<file path="config.mk">
export PLATFORM = sky130hd
export DESIGN_NAME = gpbe_top
export DESIGN_NICKNAME = d
export VERILOG_FILES = /design/src/gpbe_top.v
export VERILOG_INCLUDE_DIRS = /design/src /design/src/src
export SDC_FILE = /design/constraint.sdc
export NUM_CORES = 1
export LEC_CHECK = 0
export ABC_AREA = 1
export BUFFER_PORTS_ARGS = -buffer_cell sky130_fd_sc_hd__buf_2
export CAP_MARGIN = 20
export CORE_AREA = 3 3 183 185
export DETAILED_ROUTE_END_ITERATION = 10
export DIE_AREA = 0 0 186 188
export PLACE_DENSITY_LB_ADDON = 0.15
export SYNTH_ARGS = -nofsm -noshare
export SYNTH_HDL_FRONTEND = slang
export SYNTH_SLANG_ARGS = --single-unit
</file>
<file path="constraint.sdc">
create_clock -name mclk -period 22.5 [get_ports mclk]
set_clock_uncertainty 0.2 [all_clocks]
set_input_delay 2.25 -clock mclk [delete_from_list [all_inputs] [get_ports mclk]]
set_output_delay 2.25 -clock mclk [all_outputs]
set_load 0.01 [all_outputs]
</file>
<file path="src/gpbe_map.vh">
// register map, field positions and reset values of the port block
// assumes a 32-bit axi4-lite slave; byte address is four times the index
//
// Behaviour
// [RULE1] port c direction bit 1 floats the pin, 0 drives it from latch
// [RULE2] an enabled peripheral may force a port c pin to input or output
// [RULE3] software avoids read-modify-write of port c direction during override
// [RULE4] port c bits 0,1,2,6,7 are the ones shared with peripherals
// [RULE5] port d has eight pins, each independently input or output
// [RULE6] port e mode bit 4 turns port d into a parallel slave port
// [RULE7] in slave mode pin n of port d carries data bit n
// [RULE8] port e has three pins set by direction bits 2 to 0
// [RULE9] in slave mode port e pins are read, write and select strobes
// [RULE10] software sets port e inputs and digital before slave mode
// [RULE11] analog-selected port e pins read back as zero
// [RULE12] port e direction bits still drive analog pins; keep them inputs
// [RULE13] power-on reset makes all port e pins analog inputs
// [RULE14] port b direction resets to all ones, mirrored at index 186h
// [RULE15] port e status register layout, bit 3 reads zero, resets 0000-111
// [RULE16] data reads return pins, data writes load latch driving outputs
// [RULE17] clearing option bit 7 enables pull-ups on port b input pins
// [RULE18] external processor reads or writes port d latch without a clock
`ifndef GPBE_MAP_VH
`define GPBE_MAP_VH

// register indexes
`define GPBE_IDX_PB      9'h006
`define GPBE_IDX_PB_ALT  9'h106
`define GPBE_IDX_PC      9'h007
`define GPBE_IDX_PD      9'h008
`define GPBE_IDX_PE      9'h009
`define GPBE_IDX_OPT     9'h081
`define GPBE_IDX_OPT_ALT 9'h181
`define GPBE_IDX_TB      9'h086
`define GPBE_IDX_TB_ALT  9'h186
`define GPBE_IDX_TC      9'h087
`define GPBE_IDX_TD      9'h088
`define GPBE_IDX_TE      9'h089
`define GPBE_IDX_ANA     9'h09f

// decoded register selects
`define GPBE_SEL_NONE 4'h0
`define GPBE_SEL_PB   4'h1
`define GPBE_SEL_PC   4'h2
`define GPBE_SEL_PD   4'h3
`define GPBE_SEL_PE   4'h4
`define GPBE_SEL_OPT  4'h5
`define GPBE_SEL_TB   4'h6
`define GPBE_SEL_TC   4'h7
`define GPBE_SEL_TD   4'h8
`define GPBE_SEL_TE   4'h9
`define GPBE_SEL_ANA  4'ha

// fields
`define GPBE_OPT_PU_BIT 7
`define GPBE_TE_IN_FULL  7
`define GPBE_TE_OUT_FULL 6
`define GPBE_TE_IN_OVF   5
`define GPBE_TE_MODE    4
`define GPBE_PE_RD      0
`define GPBE_PE_WR      1
`define GPBE_PE_CS      2
`define GPBE_C_SHARED   8'hc7

// reset values
`define GPBE_RST_TRIS8  8'hff
`define GPBE_RST_TRIS3  3'h7
`define GPBE_RST_OPT    8'hff
`define GPBE_RST_ANA    3'h7
`define GPBE_RST_LATCH  8'h00

// bus answers
`define GPBE_RESP_OKAY   2'h0
`define GPBE_RESP_SLVERR 2'h2

`endif

</file>
<file path="src/gpbe_top.v">
// ports b to e with direction, latches, port c override and slave port
// assumes axi4-lite master on mclk; pins and strobes are asynchronous
`timescale 1ns/1ps
`include "gpbe_map.vh"

module gpbe_top #(
    parameter AW = 12
) (
    input  wire          mclk,
    input  wire          rst,
    input  wire [AW-1:0] s_axi_awaddr,
    input  wire          s_axi_awvalid,
    output reg           s_axi_awready,
    input  wire [31:0]   s_axi_wdata,
    input  wire [3:0]    s_axi_wstrb,
    input  wire          s_axi_wvalid,
    output reg           s_axi_wready,
    output reg  [1:0]    s_axi_bresp,
    output reg           s_axi_bvalid,
    input  wire          s_axi_bready,
    input  wire [AW-1:0] s_axi_araddr,
    input  wire          s_axi_arvalid,
    output reg           s_axi_arready,
    output reg  [31:0]   s_axi_rdata,
    output reg  [1:0]    s_axi_rresp,
    output reg           s_axi_rvalid,
    input  wire          s_axi_rready,
    input  wire [7:0]    pin_b_in,
    output reg  [7:0]    pin_b_out,
    output reg  [7:0]    pin_b_oe,
    output reg  [7:0]    pin_b_pullup,
    input  wire [7:0]    pin_c_in,
    output reg  [7:0]    pin_c_out,
    output reg  [7:0]    pin_c_oe,
    input  wire [7:0]    periph_c_en,
    input  wire [7:0]    periph_c_dir,
    input  wire [7:0]    periph_c_out,
    input  wire [7:0]    pin_d_in,
    output reg  [7:0]    pin_d_out,
    output reg  [7:0]    pin_d_oe,
    input  wire [2:0]    pin_e_in,
    output reg  [2:0]    pin_e_out,
    output reg  [2:0]    pin_e_oe
);

    // index to register select; shared by the read and write paths
    function [3:0] gpbe_decode;
        input [AW-1:0] addr;
        begin
            case (addr[10:2])
                `GPBE_IDX_PB, `GPBE_IDX_PB_ALT:   gpbe_decode = `GPBE_SEL_PB;
                `GPBE_IDX_PC:                     gpbe_decode = `GPBE_SEL_PC;
                `GPBE_IDX_PD:                     gpbe_decode = `GPBE_SEL_PD;
                `GPBE_IDX_PE:                     gpbe_decode = `GPBE_SEL_PE;
                `GPBE_IDX_OPT, `GPBE_IDX_OPT_ALT: gpbe_decode = `GPBE_SEL_OPT;
                `GPBE_IDX_TB, `GPBE_IDX_TB_ALT:   gpbe_decode = `GPBE_SEL_TB; // RULE14
                `GPBE_IDX_TC:                     gpbe_decode = `GPBE_SEL_TC;
                `GPBE_IDX_TD:                     gpbe_decode = `GPBE_SEL_TD;
                `GPBE_IDX_TE:                     gpbe_decode = `GPBE_SEL_TE;
                `GPBE_IDX_ANA:                    gpbe_decode = `GPBE_SEL_ANA;
                default:                          gpbe_decode = `GPBE_SEL_NONE;
            endcase
        end
    endfunction

    // software state
    reg  [7:0]    latch_b;
    reg  [7:0]    latch_c;
    reg  [7:0]    latch_d;
    reg  [2:0]    latch_e;
    reg  [7:0]    pullup_edge_timer_options;
    reg  [7:0]    dir_b;
    reg  [7:0]    dir_c;
    reg  [7:0]    dir_d;
    reg  [2:0]    dir_e;
    reg  [2:0]    analog_pin_config;
    reg           slave_port_mode_select;
    reg           input_buffer_full;
    reg           output_buffer_full;
    reg           input_overflow;
    reg  [7:0]    slave_in_buf;

    // pin synchronisers, first stage read only by the second
    reg  [7:0]    b_m;
    reg  [7:0]    b_s;
    reg  [7:0]    c_m;
    reg  [7:0]    c_s;
    reg  [7:0]    d_m;
    reg  [7:0]    d_s;
    reg  [2:0]    e_m;
    reg  [2:0]    e_s;
    reg  [2:0]    e_q;

    // bus holding state
    reg           aw_got;
    reg           w_got;
    reg  [AW-1:0] aw_addr;
    reg  [31:0]   w_data;
    reg           w_lane0;

    wire          aw_take = s_axi_awready & s_axi_awvalid;
    wire          w_take  = s_axi_wready & s_axi_wvalid;
    wire          ar_take = s_axi_arready & s_axi_arvalid;
    wire          do_wr   = aw_got & w_got & ~s_axi_bvalid;
    wire [3:0]    wr_sel  = gpbe_decode(aw_addr);
    wire [3:0]    rd_sel  = gpbe_decode(s_axi_araddr);
    wire          wr_en   = do_wr & w_lane0;
    wire [7:0]    wb      = w_data[7:0];

    // strobes after synchronising; end strobes take select from previous sample, read drive from current
    wire          ext_wr_end = slave_port_mode_select & ~e_q[`GPBE_PE_WR]
                             & e_s[`GPBE_PE_WR] & ~e_q[`GPBE_PE_CS];       // RULE18
    wire          ext_rd_end = slave_port_mode_select & ~e_q[`GPBE_PE_RD]
                             & e_s[`GPBE_PE_RD] & ~e_q[`GPBE_PE_CS];       // RULE18
    wire          ext_rd_act = slave_port_mode_select & ~e_s[`GPBE_PE_RD]
                             & ~e_s[`GPBE_PE_CS];                          // RULE9
    wire          cpu_rd_d   = ar_take & (rd_sel == `GPBE_SEL_PD);

    // port c override limited to shared pins
    wire [7:0]    c_ovr   = periph_c_en & `GPBE_C_SHARED;                  // RULE4
    wire [7:0]    c_dir   = (c_ovr & periph_c_dir) | (~c_ovr & dir_c);     // RULE2
    wire [7:0]    c_drive = (c_ovr & periph_c_out) | (~c_ovr & latch_c);

    reg  [7:0]    next_rbyte;
    reg           next_rerr;
    reg  [7:0]    next_d_oe;
    reg  [7:0]    next_d_out;
    reg  [2:0]    next_e_oe;

    // two-flop synchronisers on every pin input
    always @(posedge mclk or posedge rst) begin
        if (rst) begin
            b_m <= 8'h00;
            b_s <= 8'h00;
            c_m <= 8'h00;
            c_s <= 8'h00;
            d_m <= 8'h00;
            d_s <= 8'h00;
            e_m <= 3'h7;
            e_s <= 3'h7;
            e_q <= 3'h7;
        end else begin
            b_m <= pin_b_in;
            b_s <= b_m;
            c_m <= pin_c_in;
            c_s <= c_m;
            d_m <= pin_d_in;
            d_s <= d_m;
            e_m <= pin_e_in;
            e_s <= e_m;
            e_q <= e_s;
        end
    end

    // read mux; status bits come back live, direction c as overridden
    always @* begin
        next_rerr  = 1'b0;
        next_rbyte = 8'h00;
        case (rd_sel)
            `GPBE_SEL_PB:  next_rbyte = b_s;                               // RULE16
            `GPBE_SEL_PC:  next_rbyte = c_s;
            `GPBE_SEL_PD:  next_rbyte = slave_port_mode_select ? slave_in_buf : d_s;
            `GPBE_SEL_PE:  next_rbyte = {5'h00, e_s & ~analog_pin_config}; // RULE11
            `GPBE_SEL_OPT: next_rbyte = pullup_edge_timer_options;
            `GPBE_SEL_TB:  next_rbyte = dir_b;
            `GPBE_SEL_TC:  next_rbyte = c_dir;                             // RULE3
            `GPBE_SEL_TD:  next_rbyte = dir_d;
            `GPBE_SEL_TE:  next_rbyte = {input_buffer_full, output_buffer_full,
                                         input_overflow, slave_port_mode_select,
                                         1'b0, dir_e};                     // RULE15
            `GPBE_SEL_ANA: next_rbyte = {5'h00, analog_pin_config};
            default:       next_rerr  = 1'b1;
        endcase
    end

    // write channel: address and data taken in either order
    always @(posedge mclk or posedge rst) begin
        if (rst) begin
            aw_got        <= 1'b0;
            w_got         <= 1'b0;
            aw_addr       <= {AW{1'b0}};
            w_data        <= 32'h0;
            w_lane0       <= 1'b0;
            s_axi_awready <= 1'b0;
            s_axi_wready  <= 1'b0;
            s_axi_bvalid  <= 1'b0;
            s_axi_bresp   <= `GPBE_RESP_OKAY;
        end else begin
            if (aw_take) begin
                aw_got  <= 1'b1;
                aw_addr <= s_axi_awaddr;
            end else if (do_wr) begin
                aw_got <= 1'b0;
            end
            if (w_take) begin
                w_got   <= 1'b1;
                w_data  <= s_axi_wdata;
                w_lane0 <= s_axi_wstrb[0];
            end else if (do_wr) begin
                w_got <= 1'b0;
            end
            // ready again only after the response is gone
            s_axi_awready <= ~aw_got & ~aw_take & ~s_axi_bvalid & ~do_wr;
            s_axi_wready  <= ~w_got & ~w_take & ~s_axi_bvalid & ~do_wr;
            if (do_wr) begin
                s_axi_bvalid <= 1'b1;
                s_axi_bresp  <= (wr_sel == `GPBE_SEL_NONE) ? `GPBE_RESP_SLVERR
                                                           : `GPBE_RESP_OKAY;
            end else if (s_axi_bready) begin
                s_axi_bvalid <= 1'b0;
            end
        end
    end

    // read channel: one cycle from address to data
    always @(posedge mclk or posedge rst) begin
        if (rst) begin
            s_axi_arready <= 1'b0;
            s_axi_rvalid  <= 1'b0;
            s_axi_rdata   <= 32'h0;
            s_axi_rresp   <= `GPBE_RESP_OKAY;
        end else begin
            s_axi_arready <= ~ar_take & ~(s_axi_rvalid & ~s_axi_rready);
            if (ar_take) begin
                s_axi_rvalid <= 1'b1;
                s_axi_rdata  <= {24'h0, next_rbyte};
                s_axi_rresp  <= next_rerr ? `GPBE_RESP_SLVERR : `GPBE_RESP_OKAY;
            end else if (s_axi_rready) begin
                s_axi_rvalid <= 1'b0;
            end
        end
    end

    // register writes; one reset serves power-on and all other resets
    always @(posedge mclk or posedge rst) begin
        if (rst) begin
            latch_b           <= `GPBE_RST_LATCH;
            latch_c           <= `GPBE_RST_LATCH;
            latch_d           <= `GPBE_RST_LATCH;
            latch_e           <= 3'h0;
            pullup_edge_timer_options <= `GPBE_RST_OPT;                    // RULE17
            dir_b             <= `GPBE_RST_TRIS8;                          // RULE14
            dir_c             <= `GPBE_RST_TRIS8;
            dir_d             <= `GPBE_RST_TRIS8;
            dir_e             <= `GPBE_RST_TRIS3;                          // RULE15
            analog_pin_config <= `GPBE_RST_ANA;                            // RULE13
            slave_port_mode_select <= 1'b0;
        end else if (wr_en) begin
            case (wr_sel)
                `GPBE_SEL_PB:  latch_b <= wb;                              // RULE16
                `GPBE_SEL_PC:  latch_c <= wb;
                `GPBE_SEL_PD:  latch_d <= wb;
                `GPBE_SEL_PE:  latch_e <= wb[2:0];
                `GPBE_SEL_OPT: pullup_edge_timer_options <= wb;
                `GPBE_SEL_TB:  dir_b <= wb;
                `GPBE_SEL_TC:  dir_c <= wb;
                `GPBE_SEL_TD:  dir_d <= wb;                                // RULE5
                `GPBE_SEL_TE: begin
                    dir_e                  <= wb[2:0];                     // RULE8
                    slave_port_mode_select <= wb[`GPBE_TE_MODE];           // RULE6
                end
                `GPBE_SEL_ANA: analog_pin_config <= wb[2:0];
                default:       latch_e <= latch_e;
            endcase
        end
    end

    // slave port buffer and flags; a setting event beats a clear
    always @(posedge mclk or posedge rst) begin
        if (rst) begin
            slave_in_buf       <= 8'h00;
            input_buffer_full  <= 1'b0;
            output_buffer_full <= 1'b0;
            input_overflow     <= 1'b0;
        end else begin
            if (ext_wr_end) begin
                slave_in_buf      <= d_s;                                  // RULE7
                input_buffer_full <= 1'b1;
            end else if (cpu_rd_d & slave_port_mode_select) begin
                input_buffer_full <= 1'b0;
            end
            if (ext_wr_end & input_buffer_full) begin
                input_overflow <= 1'b1;
            end else if (wr_en & (wr_sel == `GPBE_SEL_TE) & ~wb[`GPBE_TE_IN_OVF]) begin
                input_overflow <= 1'b0;
            end
            if (wr_en & (wr_sel == `GPBE_SEL_PD) & slave_port_mode_select) begin
                output_buffer_full <= 1'b1;
            end else if (ext_rd_end) begin
                output_buffer_full <= 1'b0;
            end
        end
    end

    // port d and e drivers depend on slave mode
    always @* begin
        if (slave_port_mode_select) begin
            next_d_oe  = {8{ext_rd_act}};                                  // RULE6
            next_d_out = latch_d;                                          // RULE7
            next_e_oe  = 3'h0;                                             // RULE9
        end else begin
            next_d_oe  = ~dir_d;                                           // RULE5
            next_d_out = latch_d;
            next_e_oe  = ~dir_e;                                           // RULE12
        end
    end

    // registered pin drivers; direction bit 1 means floating input
    always @(posedge mclk or posedge rst) begin
        if (rst) begin
            pin_b_out    <= 8'h00;
            pin_b_oe     <= 8'h00;
            pin_b_pullup <= 8'h00;
            pin_c_out    <= 8'h00;
            pin_c_oe     <= 8'h00;
            pin_d_out    <= 8'h00;
            pin_d_oe     <= 8'h00;
            pin_e_out    <= 3'h0;
            pin_e_oe     <= 3'h0;
        end else begin
            pin_b_out    <= latch_b;
            pin_b_oe     <= ~dir_b;
            pin_b_pullup <= {8{~pullup_edge_timer_options[`GPBE_OPT_PU_BIT]}} & dir_b; // RULE17
            pin_c_out    <= c_drive;                                       // RULE1
            pin_c_oe     <= ~c_dir;                                        // RULE1
            pin_d_out    <= next_d_out;
            pin_d_oe     <= next_d_oe;
            pin_e_out    <= latch_e;
            pin_e_oe     <= next_e_oe;                                     // RULE8
        end
    end

endmodule

</file>
* After elaboration in Yosys (flattened, before gate mapping)
Index checks and enable logic that the tools add are counted.
** Storage, ports and cells
- Bits in registers :: 235
- Input bits :: 118
- Output and inout bits :: 103
- Logic and storage cells :: 197
** Operators by class
- Equal/unequal tests :: 46
- Mux-type cells :: 21
- Bitwise gates (word level) :: 59
- Reductions and logical operators :: 25
** Operators with widths (number)
- $eq A9 B8 Y1 const B :: 12
- $pmux W4 S10 :: 2
- $pmux W8 S10 :: 1
- $eq A9 B9 Y1 const B :: 6
- $and A8 B8 Y8 :: 5
- $eq A9 B3 Y1 const B :: 4
- $eq A9 B4 Y1 const B :: 4
- $eq A4 B3 Y1 const B :: 8
- $not A8 Y8 :: 4
- $and A1 B1 Y1 :: 29
- $eq A4 B4 Y1 const B :: 6
- $reduce_and A2 Y1 :: 10
- $eq A4 B2 Y1 const B :: 4
- $mux W8 :: 2
- $not A1 Y1 :: 16
- $or A8 B8 Y8 :: 2
- $reduce_bool A2 Y1 :: 7
- $mux W1 :: 13
- $reduce_or A2 Y1 :: 6
- $reduce_or A10 Y1 :: 1
- $eq A4 B1 Y1 const B :: 2
- $not A3 Y3 :: 2
- $logic_not A4 Y1 :: 1
- $mux W2 :: 2
- 2 further kinds :: 2

* Logic depth before layout (Yosys ltp)
Gate-level depths: netlist of run 1.
- Depth in word-level cells :: 8
- Depth in mapped cells :: 11

* Least setup slack after synthesis of run 1
Ideal clock, no wire load.
- Path kind :: input port to flip-flop
- Start point :: input s_axi_araddr[8]
- End point :: register s_axi_rdata[0]
- Library setup time :: 0.066 ns
- Arrival time :: 3.119 ns
- Required time :: 22.234 ns
- Setup slack :: 19.116 ns
- Stages on the path :: 10
- Path buffers :: 1
- Path through :: inv_1 nand2_1 nor2_4 buf_2 nand3_1 nand2_1 nor2_1 nand3_1 nand2_1 nand2_1
** On the way
- Longest elaborated chain between the ends :: 5
- Elaborated cells on any way between the ends :: 28
- Those cells by class :: eq/ne: 23; mux: 2; reduce/logical: 3
** Ends and longest elaborated chain
- from (decl) :: line gpbe_top.v:21 : input wire [AW-1:0] s_axi_araddr,
- $eq A9 B8 Y1, or another cell as far along :: line gpbe_top.v:50 : case (addr[10:2])
- $reduce_or A2 Y1 :: line gpbe_top.v:50
- $pmux W4 S10 * :: line gpbe_top.v:50
- $eq A4 B4 Y1, or another cell as far along :: line gpbe_top.v:159 : case (rd_sel)
- $pmux W8 S10 * :: line gpbe_top.v:159
- to (signal assigned) :: line gpbe_top.v:226 : s_axi_rdata <= {24'h0, next_rbyte};
- to (decl) :: line gpbe_top.v:24 : output reg [31:0] s_axi_rdata,
Every way passes the cells marked *; elsewhere a longest branch is shown, timed or not.
A chain may end at the register's enable or synchronous reset.

* Worst setup path in the final report of run 1
- Start point :: register pin_d_oe[7]
- End point :: output pin_d_oe[7]
** RTL lines
- from (decl) :: line gpbe_top.v:40 : output reg [7:0] pin_d_oe,
- from (signal assigned) :: line gpbe_top.v:327 : pin_d_oe <= next_d_oe;
No word-level cell between the ends.

==> results of run 1 <==
cell usage in the layout (no fill, tap or decap), drive strengths merged:
| master | count |
|---|---|
| a21oi | 21 |
| o31ai | 1 |
| clkinv | 7 |
| o22ai | 1 |
| nand2 | 219 |
| inv | 80 |
| clkbuf | 41 |
| nor2 | 88 |
| o21ai | 108 |
| mux2 | 5 |
| nand3 | 46 |
| conb | 26 |
| dfstp | 47 |
| nor4 | 2 |
| bufinv | 3 |
| dfrtp | 184 |
| nand4 | 11 |
| nor3 | 4 |
| buf | 154 |
how the worst min path moves through the flow:
stage	end	slack, ns	cells after the start
6_report	c_s[0]	0.14	0
5_1_grt	b_s[5]	0.15	0
4_1_cts	c_s[0]	0.15	0
3_5_place_dp	b_s[5]	0.13	0
3_3_place_gp	d_s[5]	0.13	0
2_1_floorplan	b_s[0]	0.13	0
routing by layer:
metal | GRT usage, % | up-vias
met1 | 18.6 | 2935
met2 | 21.6 | 143
met5 | 0 | -
met4 | 2.72 | 0
li1 | - | 3036
met3 | 2.17 | 30
cells by family after synthesis:
| kind of cell | Yosys count | synth area share (%) |
|---|---|---|
| AOI/OAI and AO/OA | 131 | 8.09 |
| muxes | 5 | 0.633 |
| buffers and inverters | 130 | 7.04 |
| and+or+nand+nor | 370 | 18.5 |
| other | 1 | 0.0422 |
| DFF | 231 | 65.7 |
layout make-up:
class	instances	area [um2]
fill	3348	21300
sequential	231	5840
multi-input combinational	532	2520
clock buffer	41	808
timing repair buffer	154	788
tap	408	510
inverter	83	319
clock inverter	7	110
where the power goes:
group          internal [mW]  switching (mW)  total, mW
sequential             0.452          0.0154      0.467
clock                  0.280           0.168      0.447
combinational         0.0304          0.0967      0.127
total                  0.761           0.280       1.04
per-stage QoR:
| stage | area, um2 | cells | total power, mW | setup WS (ns) | utilization (%) |
|---|---|---|---|---|---|
| after global placement | 9970 | 1408 | 0.605 | 18.47 | 31.0 |
| final | 10900 | 1456 | 1.04 | 18.98 | 33.8 |
| after global routing | 10900 | 1456 | 1.10 | 18.84 | 33.8 |
| after floorplan | 8980 | 893 | 0.556 | 13.79 | - |
| after CTS | 10900 | 1456 | 1.06 | 18.95 | 33.8 |
| after detailed placement | 9970 | 1408 | 0.607 | 18.45 | 31.0 |
==> out/metrics.cfg, run 1 <==
[floorplanning]
die_area_mm2 = 0.0350
ios = 221
die_w_um = 186
die_height_um = 188
core_area_mm2 = 0.0322
rows = 66
start_util_pct = 27.6

[route]
drc = 0
m1WireLength_mm = 10.7
wl_mm = 23.1
viasPerCell = 4.22
wire_per_inst_um = 15.9
vias = 6144
detail_route.first_pass.iterations = 5
wl_met2_mm = 11.0
postRouteAntennaNets = 0
highest_layer = met4
met3_length_mm = 1.13
drtIter0Drc = 347

[setup_path]
worst_setup_path_start_kind = register
cp_top_family = flip-flops
crit_end = pin_d_oe[7]
crit_type = register to output port
critPathSlowestCell = dfrtp_1
end_kind = output port
cp.arrival_ns = 1.07
r2r-start = s_axi_bvalid
r2r_cells = 6
worstPathRequired_ns = 20.05
path_buf_inv = 1
path_max_fanout = 1
r2r_setup_slack_ns = 20.56
cp_cell_sequence = buf_2
r2r-end = dir_d[3]
crit_cells = 1
crit_start = pin_d_oe[7]
crit_path_max_incr_delay_ns = 0.40

[clock_network]
cts_resized = 0
cts_buffers = 26
cts.path.max_buffers = 3
h-tree-depth = 1
ctsHoldBuffers = 0
cts.sinks = 231
cts_setup_buffers = 0
cts_tree = done
cts-root-buf = clkbuf_16
clock_latency_ns = 0.52
cts.clk_slew.worst_paths_ns = 0.06

[cells_and_area]
num_antenna_cells = 0
regMostFlops = aw_addr
area_growth_pct = 22.6
largest_reg_flops = 9
drive_above_1_share_pct = 28.7
final_nets = 1146

[timing]
worst_pin_slew_ns = 0.829
finalSetupViolCount = 0
rsz0062_at_grt = false
period_needed_ns = 3.52
tns_ns = 0
min_period_over_period_pct = 15.6
slew_viol_final = 0
hold_violations = 0
timing.hold.ws_ns = 0.144
fmax_ghz = 0.284
relSlewSlack_pct = 44.7

[synth]
yosysMostFrequentCell = nand2_1
synth_common_cells = nand2_1, dfrtp_1, o21ai_0, nor2_1, inv_1
yosysTopAreaCell = dfrtp_1
ys.flop_type = dfrtp_1
ys_seq_elements = 231
synth_top_area_share_pct = 51.8
ys_seq_area_share_pct = 65.7
synthTopCellsByArea = dfrtp_1, dfstp_2, nand2_1, o21ai_0, nor2_1
synth-edff-count = 0
synth_area_per_cell_um2 = 10.2
netlist_area_mm2 = 0.00889
ys_warn_count = 0
async_flop_share_pct = 100
synth_cells = 868
synth_cell_types = 32

[status]
status = completed

[pwr]
power_density_mw_per_mm2 = 95.6
worst_ir_drop_vdd_uv = 44.2
leakage_nw = 5.20

[min_path]
min_from = c_m[0]
hold_class = register to register

[job]
cap_violations = 0

[placed_design]
dp_hpwl_mm = 16.2
routabilityCongestion = 0.813
io_buffers = 152

[grt]
antenna_found_initial = 0
grt_first_pass_wirelength_mm = 36.0
grt_overflow = 0
grt.total_usage_pct = 13.2
grt_start_max_net_pins = 147
grt_pass1_vias = 6200

No activity file was read; power rests on OpenSTA's default activity.
==> run 2, diff against run 1 <==
Settings changed: ABC_AREA 1 to 0, CORE_AREA 3 3 183 185 to 3 3 184 186, DIE_AREA 0 0 186 188 to 0 0 187 189.
Clock period 22.5 ns to 2.8 ns, I/O delays scaled along.
==> run 2 against run 1 <==
Register-to-register slack lost 20 ns; combinational power grew to 8.2 times the previous value; synthesized cell count shrank 28%; wire length is essentially flat; hold slack lost 0.084 ns; area after synthesis grew 1.8%; clock power grew to 7.4 times the previous value; worst setup slack lost 19 ns; power grew to 8.2 times the previous value; cell count shrank 8.6%; via count shrank 7.2%; count of clock-buffer cells in the layout shrank 2; largest cell class unchanged; largest power group unchanged; highest routed layer unchanged.
==> out/metrics.cfg, run 2 <==
[status]
status = completed

[route]
viasPerCell = 4.28
vias = 5701
drc = 0
wl_mm = 23.1
wire_per_inst_um = 17.4
drtIter0Drc = 364
detail_route.first_pass.iterations = 4
postRouteAntennaNets = 0

[timing]
relSlewSlack_pct = 58.3
worst_pin_slew_ns = 0.625
timing.hold.ws_ns = 0.0600
min_period_over_period_pct = 87.9
rsz0062_at_grt = false
hold_violations = 0
tns_ns = 0
slew_viol_final = 0
fmax_ghz = 0.406
finalSetupViolCount = 0
period_needed_ns = 2.46

[min_path]
min_to = s_axi_rvalid
min_from = s_axi_arvalid
whs_path_depth = 4
hold_class = input pin to register

[clock_network]
h-tree-depth = 1
cts.sinks = 231
cts-root-buf = clkbuf_16
cts.path.max_buffers = 3
cts_tree = done
cts_buffers = 27
ctsHoldBuffers = 71
cts_resized = 0
cts.clk_slew.worst_paths_ns = 0.06
cts_setup_buffers = 0
clock_latency_ns = 0.53

[setup_path]
crit_type = register to register
worst_setup_path_start_kind = register
r2r-end = dir_b[0]
r2r-start = aw_addr[9]
worstPathRequired_ns = 3.05
r2r_cells = 5
r2r_setup_slack_ns = 0.34
end_kind = register
cp.arrival_ns = 2.71
path_max_fanout = 9

[synth]
yosysMostFrequentCell = dfrtp_1
ys_seq_area_share_pct = 64.5
synth-compound-area-share_pct = 6.28
ys_warn_count = 0
async_flop_share_pct = 100
synthXorXnorAreaFrac_pct = 0.0968
ys_seq_elements = 231
yosysTopAreaCell = dfrtp_1
synth_top_area_share_pct = 50.9
synth-simple-area-share_pct = 8.96
synth-edff-count = 0
ys.flop_type = dfrtp_1
synth_cell_types = 78
synthMuxAreaShare_pct = 15.8
synthTopCellsByArea = dfrtp_1, dfstp_2, mux2_2, mux2_4, buf_4
synth_fa_ha_area_share_pct = 0
synth_area_per_cell_um2 = 14.5
synth_cells = 622
netlist_area_mm2 = 0.00905
synth_top_family_by_area = multiplexers
synth_common_cells = dfrtp_1, mux2_2, dfstp_2, mux2_4

[cells_and_area]
largest_reg_flops = 9
fillers = 3193
layout.cells.most_common = dfrtp_1
num_antenna_cells = 0
fin_area_mm2 = 0.0119
area_growth_pct = 31.4
final_nets = 986
regMostFlops = aw_addr
drive_above_1_share_pct = 43.5
final_cell_mix = dfrtp_1, buf_2, dlygate4sd3_1

[grt]
grt_overflow = 0
antenna_found_initial = 1
grt_pass1_vias = 6038
grt.total_usage_pct = 13.0
grt_first_pass_wirelength_mm = 36.2
grt_start_max_net_pins = 83

[placed_design]
routabilityCongestion = 0.816
io_buffers = 152
placed_area_mm2 = 0.0103
dp_hpwl_mm = 16.3

[floorplanning]
core_area_mm2 = 0.0325
die_height_um = 189
ios = 221
start_util_pct = 27.9
rows = 66
die_area_mm2 = 0.0353
die_w_um = 187

[job]
cap_violations = 0

[pwr]
worst_ir_drop_vdd_uv = 394
power_density_mw_per_mm2 = 717
leakage_nw = 5.46

[run 2: cell count changes after synthesis, moves of 34 or more]
cell / change
inv_1: -55
mux2_2: +64
mux2_4: +35
nand2_1: -184
nand3_1: -34
nor2_1: -56
o21ai_0: -60
[run 2: metal layers]
metal / global-route usage, % / share of wire [%]
met3: 2.17 / 5.4
met2: 22.2 / 48
met5: 0 / 0
met1: 17.4 / 45
met4: 3.29 / 2.0
[run 2: logic make-up (layout without fill, tap and decap cells)]
kind of cell,after synthesis,after routing
muxes,117,117
buffers and inverters,67,309
and+or+nand+nor,126,126
other,1,26
AOI/OAI and AO/OA,79,79
DFF,231,231
xor gates and xnor gates,1,1
[run 2: worst max-delay path: stages, from the launching register on]
cell	delay (ns)
dfrtp_1	0.50
nor3b_1	0.32
o2111ai_1	0.25
and2_1	0.34
nor2_4	0.37
mux2_2	0.39
[run 2: stage by stage]
stage          setup slack (ns)  cells  power [mW]  utilization (%)
2_1_floorplan            -0.664    647        4.81                -
3_3_place_gp              0.325   1210        5.23             31.8
3_5_place_dp              0.341   1210        5.24             31.8
4_1_cts                   0.307   1331        8.70             36.6
5_1_grt                   0.186   1331        8.99             36.6
6_report                  0.340   1331        8.53             36.6
[run 2: final cells by class]
type,instances,area (um2),area share [%]
sequential,231,5840,49.1
multi-input combinational,349,2920,24.6
timing repair buffer,242,1650,13.9
clock buffer,39,781,6.57
tap,442,553,4.65
clock inverter,11,71.3,0.600
inverter,17,67.6,0.568
[run 2: worst max-delay path by stage]
stage                     cells after the start  slack (ns)        from          end
after floorplan                               1       -0.66         rst  aw_addr[10]
after global placement                        5        0.33  aw_addr[6]     dir_b[2]
after detailed placement                      5        0.34  aw_addr[6]     dir_b[0]
after CTS                                     5        0.31  aw_addr[9]     dir_b[0]
after global routing                          5        0.19  aw_addr[9]     dir_b[0]
final                                         5        0.34  aw_addr[9]     dir_b[0]
[run 2: power by group]
group	switching (mW)	internal, mW	total, mW
Sequential	0.485	3.71	4.20
Combinational	0.471	0.564	1.04
Clock	1.35	1.94	3.29
Total	2.31	6.22	8.53
==> run 3, diff against run 2 <==
Settings changed: CELL_PAD_IN_SITES_DETAIL_PLACEMENT set to 1, CELL_PAD_IN_SITES_GLOBAL_PLACEMENT set to 1.
==> run 3 against run 2 <==
Hold slack got worse by 0.037 ns; largest power group unchanged; count of clock-buffer cells in the layout is 6 lower; critical endpoint is now dir_c[4]; combinational power about the same; cell count is 0.53% lower; sequential power about the same; fmax fell by 4.4%; die area stayed put; utilization shrank 0.18 points.
==> out/metrics.cfg, run 3 (same netlist as run 2, synthesis figures left out) <==
[min_path]
whs_path_depth = 3
hold_class = input pin to register

[setup_path]
crit_path_max_incr_delay_ns = 0.44
cp_cell_sequence = nor3_1, o211ai_1, and2_1, nor2_4, mux2_2
path_max_fanout = 8
r2r_setup_slack_ns = 0.23
r2r-start = aw_addr[6]
end_kind = register
crit_end = dir_c[4]
worstPathRequired_ns = 3.05
crit_type = register to register
crit_start = aw_addr[6]
worst_setup_path_start_kind = register
critPathSlowestCell = dfrtp_1
cp.arrival_ns = 2.82
r2r_cells = 5
r2r-end = dir_c[4]

[placed_design]
place_ws_ns = 0.234
dp_hpwl_mm = 17.3
routabilityCongestion = 0.777
io_buffers = 152

[clock_network]
cts.clk_slew.worst_paths_ns = 0.06
cts-root-buf = clkbuf_16
h-tree-depth = 1
cts_buffers = 25
cts_resized = 0
cts.sinks = 231
cts_tree = done
clock_latency_ns = 0.54
cts.path.max_buffers = 3

[status]
status = completed

[route]
drtIter0Drc = 243
detail_route.first_pass.iterations = 4
postRouteAntennaNets = 0
drc = 0
vias = 5782
viasPerCell = 4.37
wl_mm = 24.0
wire_per_inst_um = 18.1

[timing]
fmax_ghz = 0.389
relSlewSlack_pct = 54.7
rsz0062_at_grt = false
period_needed_ns = 2.57
hold_violations = 0
worst_pin_slew_ns = 0.678
timing.hold.ws_ns = 0.0226
slew_viol_final = 0
finalSetupViolCount = 0
worst_slack_ns = 0.227
min_period_over_period_pct = 91.9

[pwr]
p_int_mw = 6.16
switching_power_mw = 2.38
worst_ir_drop_vdd_uv = 426
switching_share_pct = 27.8
power_density_mw_per_mm2 = 722
p_seq_share_pct = 49.2
clockPowerShare_pct = 38.4
power_frac_comb_pct = 12.4
leakage_nw = 5.41

[grt]
grt_start_max_net_pins = 66
antenna_found_initial = 1
grt_first_pass_wirelength_mm = 37.6
grt.total_usage_pct = 13.5
grt_overflow = 0
grt_pass1_vias = 6301

[floorplanning]
rows = 66
die_area_mm2 = 0.0353
die_height_um = 189
start_util_pct = 27.9
die_w_um = 187
ios = 221
core_area_mm2 = 0.0325

[cells_and_area]
layout.cells.most_common = dfrtp_1
area_growth_pct = 30.8
final_nets = 980
drive_above_1_share_pct = 43.7
regMostFlops = aw_addr
fillers = 3467
final_cell_mix = dfrtp_1, buf_2, mux2_2, dlygate4sd3_1, dfstp_2
largest_reg_flops = 9

[job]
cap_violations = 0

## run 3: power groups by stage
stage	sequential [mW]	clock (mW)	combinational (mW)
global route	4.27	3.53	1.17
detailed placement	4.28	0	0.989
global placement	4.24	0	0.948
floorplan	4.02	0	0.782
finish	4.21	3.28	1.06
CTS	4.22	3.39	1.08
## run 3: layout make-up
cell class	count	area, um2	area share (%)
Timing Repair Buffer	238	1620	13.7
Clock inverter	13	121	1.03
Sequential cell	231	5840	49.4
Clock buffer	33	706	5.97
Tap cell	442	553	4.67
Inverter	17	67.6	0.571
Multi-Input combinational cell	349	2920	24.7
Antenna cell	1	2.50	0.0212
## run 3: repair_timing
action,4_1_cts,5_1_grt
hold buffers,69,0
endpoints found under the hold margin,78,0
buffers inserted,0,0
## run 3: routing by layer
layer	track usage (%)	wire length, um	share of wire (%)	vias to the layer above
li1	-	-	-	2643
met4	3.78	465	1.9	0
met1	17.0	9960	42	2957
met3	2.59	1370	5.7	34
met2	23.8	12200	51	148
met5	0	0	0	-
## run 3: worst min path at each step
stage	start	to	slack [ns]
floorplan	pin_e_in[0]	e_m[0]	0.08
global placement	c_m[7]	c_s[7]	0.14
detailed placement	c_m[6]	c_s[6]	0.14
CTS	s_axi_araddr[8]	s_axi_rdata[7]	0.004
global route	s_axi_araddr[9]	s_axi_rdata[7]	0.04
finish	s_axi_araddr[9]	s_axi_rdata[7]	0.02
## run 3: metrics by stage
step | util (%) | TNS, ns | power (mW) | instances | area (um2)
3_3_place_gp | 31.8 | 0 | 5.19 | 1208 | 10300
6_report | 36.5 | 0 | 8.54 | 1324 | 11800
4_1_cts | 36.4 | 0 | 8.69 | 1323 | 11800
2_1_floorplan | - | -122.10 | 4.81 | 647 | 9150
3_5_place_dp | 31.8 | 0 | 5.27 | 1208 | 10300
5_1_grt | 36.5 | 0 | 8.98 | 1324 | 11800
## run 3: critical path: cells and delay by family (launching register included)
family / cells / cell delay (ns)
and+or+nand+nor: 3 / 1.19
AOI/OAI and AO/OA: 1 / 0.27
muxes: 1 / 0.38
DFF: 1 / 0.44
